<file path="config.mk">
export PLATFORM = sky130hd
export DESIGN_NAME = osbe_exec
export DESIGN_NICKNAME = d
export VERILOG_FILES = /design/src/design/osbe_pkg.sv /design/src/design/osbe_exec.sv
export SDC_FILE = /design/constraint.sdc
export NUM_CORES = 2
export LEC_CHECK = 0
export BUFFER_PORTS_ARGS = -buffer_cell sky130_fd_sc_hd__buf_2
export CAP_MARGIN = 10
export CORE_MARGIN = 1.5
export CORE_UTILIZATION = 45
export DETAILED_ROUTE_END_ITERATION = 12
export PLACE_DENSITY_LB_ADDON = 0.1
export REMOVE_ABC_BUFFERS = 1
export SETUP_SLACK_MARGIN = 0.15
export SYNTH_ARGS = -nofsm -noshare
export SYNTH_HDL_FRONTEND = slang
export SYNTH_SLANG_ARGS = --single-unit
</file>
<file path="constraint.sdc">
create_clock -name clk_in -period 5.68 [get_ports clk_in]
set_clock_uncertainty 0.05 [all_clocks]
set_input_delay 0.568 -clock clk_in [delete_from_list [all_inputs] [get_ports clk_in]]
set_output_delay 0.568 -clock clk_in [all_outputs]
set_load 0.05 [all_outputs]
</file>
<file path="src/design/osbe_pkg.sv">
package osbe_pkg;
  localparam int PC_W         = 11;
  localparam int DATA_W       = 8;
  localparam int REG_ADDR_W   = 7;
  localparam int SFR_ADDR_W   = 4;
  localparam int STACK_DEPTH  = 8;
  localparam int SP_W         = 3;
  localparam int SFR_COUNT    = 16;
  localparam int REG_COUNT    = 128;

  localparam logic [PC_W-1:0]       SWI_VECTOR    = 11'h001;
  localparam logic [PC_W-1:0]       PC_RESET      = 11'h000;
  localparam logic [DATA_W-1:0]     ACC_RESET     = 8'h00;
  localparam logic [DATA_W-1:0]     REG_RESET     = 8'h00;
  localparam logic [SP_W-1:0]       SP_RESET      = 3'h0;
  localparam logic [SFR_ADDR_W-1:0] SFR_LOW       = 4'h5;
  localparam logic [SFR_ADDR_W-1:0] SFR_HIGH      = 4'hF;

  // cycles per instruction class
  localparam logic [1:0] CYCLES_SINGLE = 2'h1;
  localparam logic [1:0] CYCLES_BRANCH = 2'h2;

  typedef enum logic [2:0] {
    OSBE_OP_NONE,
    OSBE_OP_SWI,
    OSBE_OP_OR_IMM,
    OSBE_OP_OR_REG,
    OSBE_OP_STORE_SEC,
    OSBE_OP_LOAD_SEC,
    OSBE_OP_LONG_JUMP,
    OSBE_OP_LONG_CALL
  } osbe_op_t;

  typedef struct packed {
    osbe_op_t              op;
    logic [DATA_W-1:0]     imm;
    logic [REG_ADDR_W-1:0] reg_addr;
    logic                  dest;
    logic [SFR_ADDR_W-1:0] sfr_addr;
    logic [PC_W-1:0]       target;
  } osbe_instr_t;

  typedef struct packed {
    logic [PC_W-1:0]   pc;
    logic [DATA_W-1:0] acc;
    logic              zero;
    logic [SP_W-1:0]   sp;
    logic [PC_W-1:0]   stack_top;
    logic              busy;
  } osbe_state_t;
endpackage

</file>
<file path="src/design/osbe_exec.sv">
// Function
// [RULE1] software interrupt pushes address of next instruction onto return stack
// [RULE2] software interrupt then loads vector 0x001 into PC[10:0]
// [RULE3] or-immediate ORs accumulator with 8-bit immediate, sets zero, one cycle
// [RULE4] or-register ORs accumulator with register 0..127, sets zero, one cycle
// [RULE5] destination bit 0 writes accumulator, 1 writes register back
// [RULE6] store-secondary copies accumulator to page register 5..15, flags kept, one cycle
// [RULE7] load-secondary copies page register 5..15 to accumulator, flags kept, one cycle
// [RULE8] long jump loads 11-bit target into PC, stack untouched, two cycles
// [RULE9] long call pushes next address, loads 11-bit target, two cycles, flags kept
// [RULE10] software interrupt takes two cycles; each push increments stack pointer
`timescale 1ns/10ps
`default_nettype none
module osbe_exec
  import osbe_pkg::*;
(
  input  wire logic        clk_in,
  input  wire logic        reset_in,
  input  wire logic        instr_valid_in,
  input  wire osbe_instr_t instr_in,
  output var  logic        instr_ready_out,
  output var  osbe_state_t state_out
);

  typedef enum logic {
    OSBE_ST_EXEC,
    OSBE_ST_SECOND
  } osbe_fsm_t;

  logic [PC_W-1:0]   pc_r;
  logic [DATA_W-1:0] acc_r;
  logic              zero_r;
  logic [SP_W-1:0]   sp_r;
  logic [PC_W-1:0]   stack_r [STACK_DEPTH];
  logic [DATA_W-1:0] regs_r  [REG_COUNT];
  logic [DATA_W-1:0] sfr_r   [SFR_COUNT];
  osbe_fsm_t         fsm_r;

  function automatic logic sfr_ok(input logic [SFR_ADDR_W-1:0] a);
    return (a >= SFR_LOW) && (a <= SFR_HIGH);
  endfunction

  function automatic logic [PC_W-1:0] next_pc(input logic [PC_W-1:0] p);
    return p + 11'h001;
  endfunction

  // two-cycle control transfers; the slot after them is dead
  function automatic logic is_branch(input osbe_op_t o);
    return (o == OSBE_OP_SWI) || (o == OSBE_OP_LONG_JUMP) || (o == OSBE_OP_LONG_CALL);
  endfunction

  // ops that leave a return address behind
  function automatic logic is_push(input osbe_op_t o);
    return (o == OSBE_OP_SWI) || (o == OSBE_OP_LONG_CALL);
  endfunction

  // the entry below the pointer is the last one pushed
  function automatic logic [SP_W-1:0] top_index(input logic [SP_W-1:0] p);
    return p - 3'h1;
  endfunction

  logic              take;
  logic [DATA_W-1:0] or_reg_val;
  logic [DATA_W-1:0] or_imm_val;

  // an op offered in the dead slot after a branch is dropped, not queued
  assign take       = instr_valid_in && (fsm_r == OSBE_ST_EXEC);
  assign or_reg_val = acc_r | regs_r[instr_in.reg_addr];
  assign or_imm_val = acc_r | instr_in.imm;

  // branches hold off the next instruction for one extra cycle
  // ready lives here so that it is low in the very cycle the slot is refused
  always_ff @(posedge clk_in) begin
    if (reset_in) begin
      fsm_r           <= OSBE_ST_EXEC;
      instr_ready_out <= 1'b1;
    end else begin
      unique case (fsm_r)
        OSBE_ST_EXEC: begin
          // [RULE8] [RULE9] [RULE10] two-cycle branches
          if (take && is_branch(instr_in.op)) begin
            fsm_r           <= OSBE_ST_SECOND;
            instr_ready_out <= 1'b0;
          end
        end
        OSBE_ST_SECOND: begin
          fsm_r           <= OSBE_ST_EXEC;
          instr_ready_out <= 1'b1;
        end
      endcase
    end
  end

  // program counter
  // pc is the address of the op being executed; fetch sits outside this block
  always_ff @(posedge clk_in) begin
    if (reset_in) begin
      pc_r <= PC_RESET;
    end else if (take) begin
      unique case (instr_in.op)
        // [RULE2] vector load
        OSBE_OP_SWI:       pc_r <= SWI_VECTOR;
        // [RULE8] jump target
        OSBE_OP_LONG_JUMP: pc_r <= instr_in.target;
        // [RULE9] call target
        OSBE_OP_LONG_CALL: pc_r <= instr_in.target;
        default:           pc_r <= next_pc(pc_r);
      endcase
    end
  end

  // return stack storage; a ninth push overwrites the oldest level
  always_ff @(posedge clk_in) begin
    if (reset_in) begin
      for (int i = 0; i < STACK_DEPTH; i++) begin
        stack_r[i] <= PC_RESET;
      end
    end else if (take && is_push(instr_in.op)) begin
      // [RULE1] [RULE9] push return address
      stack_r[sp_r] <= next_pc(pc_r);
    end
  end

  // stack pointer; no overflow flag, software has to bound the call depth
  always_ff @(posedge clk_in) begin
    if (reset_in) begin
      sp_r <= SP_RESET;
    end else if (take && is_push(instr_in.op)) begin
      // [RULE10] pointer increments
      sp_r <= sp_r + 3'h1;
    end
  end

  // accumulator
  always_ff @(posedge clk_in) begin
    if (reset_in) begin
      acc_r <= ACC_RESET;
    end else if (take) begin
      unique case (instr_in.op)
        OSBE_OP_OR_IMM: begin
          // [RULE3] or immediate
          acc_r <= or_imm_val;
        end
        OSBE_OP_OR_REG: begin
          // [RULE5] destination select
          if (!instr_in.dest) begin
            acc_r <= or_reg_val;
          end
        end
        OSBE_OP_LOAD_SEC: begin
          // [RULE7] load page register
          if (sfr_ok(instr_in.sfr_addr)) begin
            acc_r <= sfr_r[instr_in.sfr_addr];
          end
        end
        default: begin
        end
      endcase
    end
  end

  // zero flag; page moves and branches leave it alone
  always_ff @(posedge clk_in) begin
    if (reset_in) begin
      zero_r <= 1'b0;
    end else if (take) begin
      unique case (instr_in.op)
        OSBE_OP_OR_IMM: begin
          // [RULE3] zero from result
          zero_r <= (or_imm_val == 8'h00);
        end
        OSBE_OP_OR_REG: begin
          // [RULE4] zero from result, either destination
          zero_r <= (or_reg_val == 8'h00);
        end
        default: begin
        end
      endcase
    end
  end

  // data-memory registers
  // a write-back lands at the taking edge, so the next op already sees it
  always_ff @(posedge clk_in) begin
    if (reset_in) begin
      for (int i = 0; i < REG_COUNT; i++) begin
        regs_r[i] <= REG_RESET;
      end
    end else if (take && instr_in.op == OSBE_OP_OR_REG && instr_in.dest) begin
      // [RULE5] write back to register
      regs_r[instr_in.reg_addr] <= or_reg_val;
    end
  end

  // secondary page registers; addresses below 5 are ignored
  always_ff @(posedge clk_in) begin
    if (reset_in) begin
      for (int i = 0; i < SFR_COUNT; i++) begin
        sfr_r[i] <= REG_RESET;
      end
    end else if (take && instr_in.op == OSBE_OP_STORE_SEC && sfr_ok(instr_in.sfr_addr)) begin
      // [RULE6] store accumulator
      sfr_r[instr_in.sfr_addr] <= acc_r;
    end
  end

  // outputs registered so state_out matches the architectural flops
  // the snapshot lags by one edge: a reader looks two edges after the issue edge
  always_ff @(posedge clk_in) begin
    if (reset_in) begin
      state_out <= '0;
    end else begin
      state_out.pc        <= pc_r;
      state_out.acc       <= acc_r;
      state_out.zero      <= zero_r;
      state_out.sp        <= sp_r;
      state_out.stack_top <= stack_r[top_index(sp_r)];
      state_out.busy      <= (fsm_r == OSBE_ST_SECOND);
    end
  end

endmodule
`default_nettype wire

</file>
==> summary.txt <==
Yosys warns -> 0
Final hold vios -> 0
EDFF count, synth -> 1240
Post-route ant nets -> 0
Most common cell after layout, fill and taps aside -> edfxtp_1
Min-delay worst type -> in -> reg
Post-DP HPWL -> 121000 µm
Vias in the first global route -> 37600
DR vias/cell -> 6.16
CP startpoint -> fsm_r$_SDFF_PP0_
Number of setup buffers added after CTS -> 0
Initial antenna violation count -> 7
Hold-fix buffers, CTS -> 1
Pwr Density -> 343 nW/µm²
Launch point of the worst reg-to-reg path -> fsm_r$_SDFF_PP0_
Die ar. -> 130000 µm²
Wire length per cell -> 30.5 µm
Nets -> 4528
Startpoint Class -> flop
RSZ-0062 raised after global routing -> false
Share of cells above drive strength 1 -> 14.8%
Crit end category -> flop
Area Overhead vs Synth -> 12.0%
CP Data Arrival Time -> 5.27 ns
Starting density of the core -> 45.5%
GR Util All Layers -> 29.1%
Synth Area per Inst -> 13.0 µm²
Worst slew margin -> 15.5%
CP max FO -> 12
Root buf cell -> clkbuf_16
Iter 0 DRT Violations -> 5237
TNS Setup -> 0 ns
Reg2reg path depth -> 7
Most frequent cells in the layout -> edfxtp_1, nor2_1, nand2_1
Slew Limit Fails -> 0
Status -> complete, no violations
CTS tree -> yes
Seq/Total Area, Yosys -> 66.9%
Number of remaining DRC errors -> 0
Clock sink total -> 1300
Wire length of the first global-routing pass -> 274000 µm
Die Y -> 360 µm
Cell Area, Synth -> 57500 µm²
Post-synth top flop -> edfxtp_1
H-Tree Depth -> 4
Remaining Overflow, GRT -> 0
Via Count -> 38500
Top post-synthesis cells by area -> edfxtp_1, nor2_1, mux4_2
CTS max path bufs -> 3
Fmax -> 204 MHz
Largest net degree at the start of global routing -> 81
Static Leakage -> 22.7 nW
Max-cap viol count -> 0
Asr flop ratio synth -> 0%
Worst VDD drop -> 0.000323 V
Post-cts resize count -> 0
Number of synthesized register bits -> 1300
Pre-antenna DRT Iters -> 6
PortBufs -> 72
Yosys top cell area share -> 64.8%
Reg clk slew, reported paths -> 0.06 ns
Cell taking the most area after synthesis -> edfxtp_1
Core area -> 126000 µm²
Worst R2R End -> regs_r[74][4]$_SDFFCE_PN0P_
Die width -> 360 µm
Worst skew pair latency -> 0.80 ns
Number of distinct library cells after synthesis -> 81
Slew of the pin with the lowest slew margin -> 1.27 ns
Tot Pwr -> 22.1 mW
# IOs -> 73
CP endpoint -> regs_r[74][4]$_SDFFCE_PN0P_
R2R Setup Slk -> 0.79 ns
Routed wire length -> 191000 µm
Mapped Cells -> 4415
Tcrit/Tclk final -> 86.2%
Tmin final -> 4.89 ns
Routability cong. -> 0.908
Number of CTS-inserted buffers -> 145
Num rows -> 130
Required @ worst endpoint -> 6.06 ns
Crit Path Class -> reg -> reg
Final setup fails -> 0
## worst min-delay path by stage
stage,start,to,slack (ns),cells past startpoint
floorplan,zero_r$_SDFFE_PP0P_,state_out[15]$_SDFF_PP0_,0.39,1
global placement,instr_ready_out$_SDFFE_PP1P_,instr_ready_out$_SDFFE_PP1P_,0.41,2
detailed placement,zero_r$_SDFFE_PP0P_,state_out[15]$_SDFF_PP0_,0.41,1
CTS,instr_in[2],pc_r[2]$_SDFFE_PP0P_,0.04,5
global route,instr_in[2],pc_r[2]$_SDFFE_PP0P_,0.11,5
finish,instr_in[2],pc_r[2]$_SDFFE_PP0P_,0.09,5
## final cells by class
| class | instances | area (µm²) |
|---|---|---|
| diodes | 1 | 2.50 |
| clock buffers | 187 | 3810 |
| clock inverters | 72 | 602 |
| fillers | 11000 | 61800 |
| inverters | 12 | 45.0 |
| multi-input cells | 2796 | 17500 |
| flip-flops and latches | 1300 | 38400 |
| well taps | 1650 | 2060 |
| repair buffers | 233 | 1950 |
## sequential cells by signal (all words and copies together), names as in the netlist
| register | cells |
|---|---|
| pc_r | 11 |
| sp_r | 3 |
| sfr_r | 128 |
| instr_ready_out | 1 |
| fsm_r | 1 |
| zero_r | 1 |
| state_out | 35 |
| regs_r | 1024 |
| acc_r | 8 |
| stack_r | 88 |
## cell families after synthesis
family,synth area share (%)
AOI/OAI and AO/OA,7.26
muxes,8.18
other,0.00652
and+or+nand+nor,14.2
xor gates and xnor gates,0.198
DFF,66.9
buffers and inverters,3.27
adders and majority gates,0.0653
## per-stage QoR
step	setup WS (ns)	std cells	hold slack, ns	utilization [%]	area [µm²]
floorplan	-2.00	4108	0.388	-	55800
global placement	0.601	5990	0.410	47.5	60000
detailed placement	0.559	5990	0.415	47.5	60000
CTS	1.07	6250	0.0442	51.0	64400
global route	0.948	6250	0.115	51.0	64400
finish	0.785	6251	0.0882	51.0	64400
## metal layers
| layer | vias up | GRT usage (%) | wire length, µm |
|---|---|---|---|
| li1 | 16400 | - | - |
| met1 | 19600 | 39.9 | 77300 |
| met2 | 2156 | 45.1 | 87800 |
| met3 | 439 | 5.84 | 17200 |
| met4 | 14 | 12.7 | 8590 |
| met5 | - | 0 | 93 |
## report_power, final
part,switching (mW),internal [mW],leakage [nW]
clock,3.98,4.95,2.15
combinational,1.66,0.585,7.22
sequential,0.129,10.8,13.3
total,5.77,16.3,22.7
## critical path, stage by stage, from the launching register on
cell	delay, ns
dfxtp_1	0.32
nand2b_1	0.38
nor3_1	0.88
nand2_1	0.52
nor3_2	1.02
buf_4	0.41
nand2_1	0.32
nand2b_1	0.61
## cell usage after synthesis, types with 60 or more instances
cell type and n:
nor2_1 1221, clkbuf_1 122, mux4_2 116, edfxtp_1 1240, a22oi_1 74, a21oi_1 73
dfxtp_1 60, buf_2 127, mux2_2 94, o21ai_0 73, buf_4 62, nand2_1 249
mux2i_1 95, nand2b_1 145, and2_1 91, a221oi_1 102
Note: power is estimated with default switching activity, not from simulation.
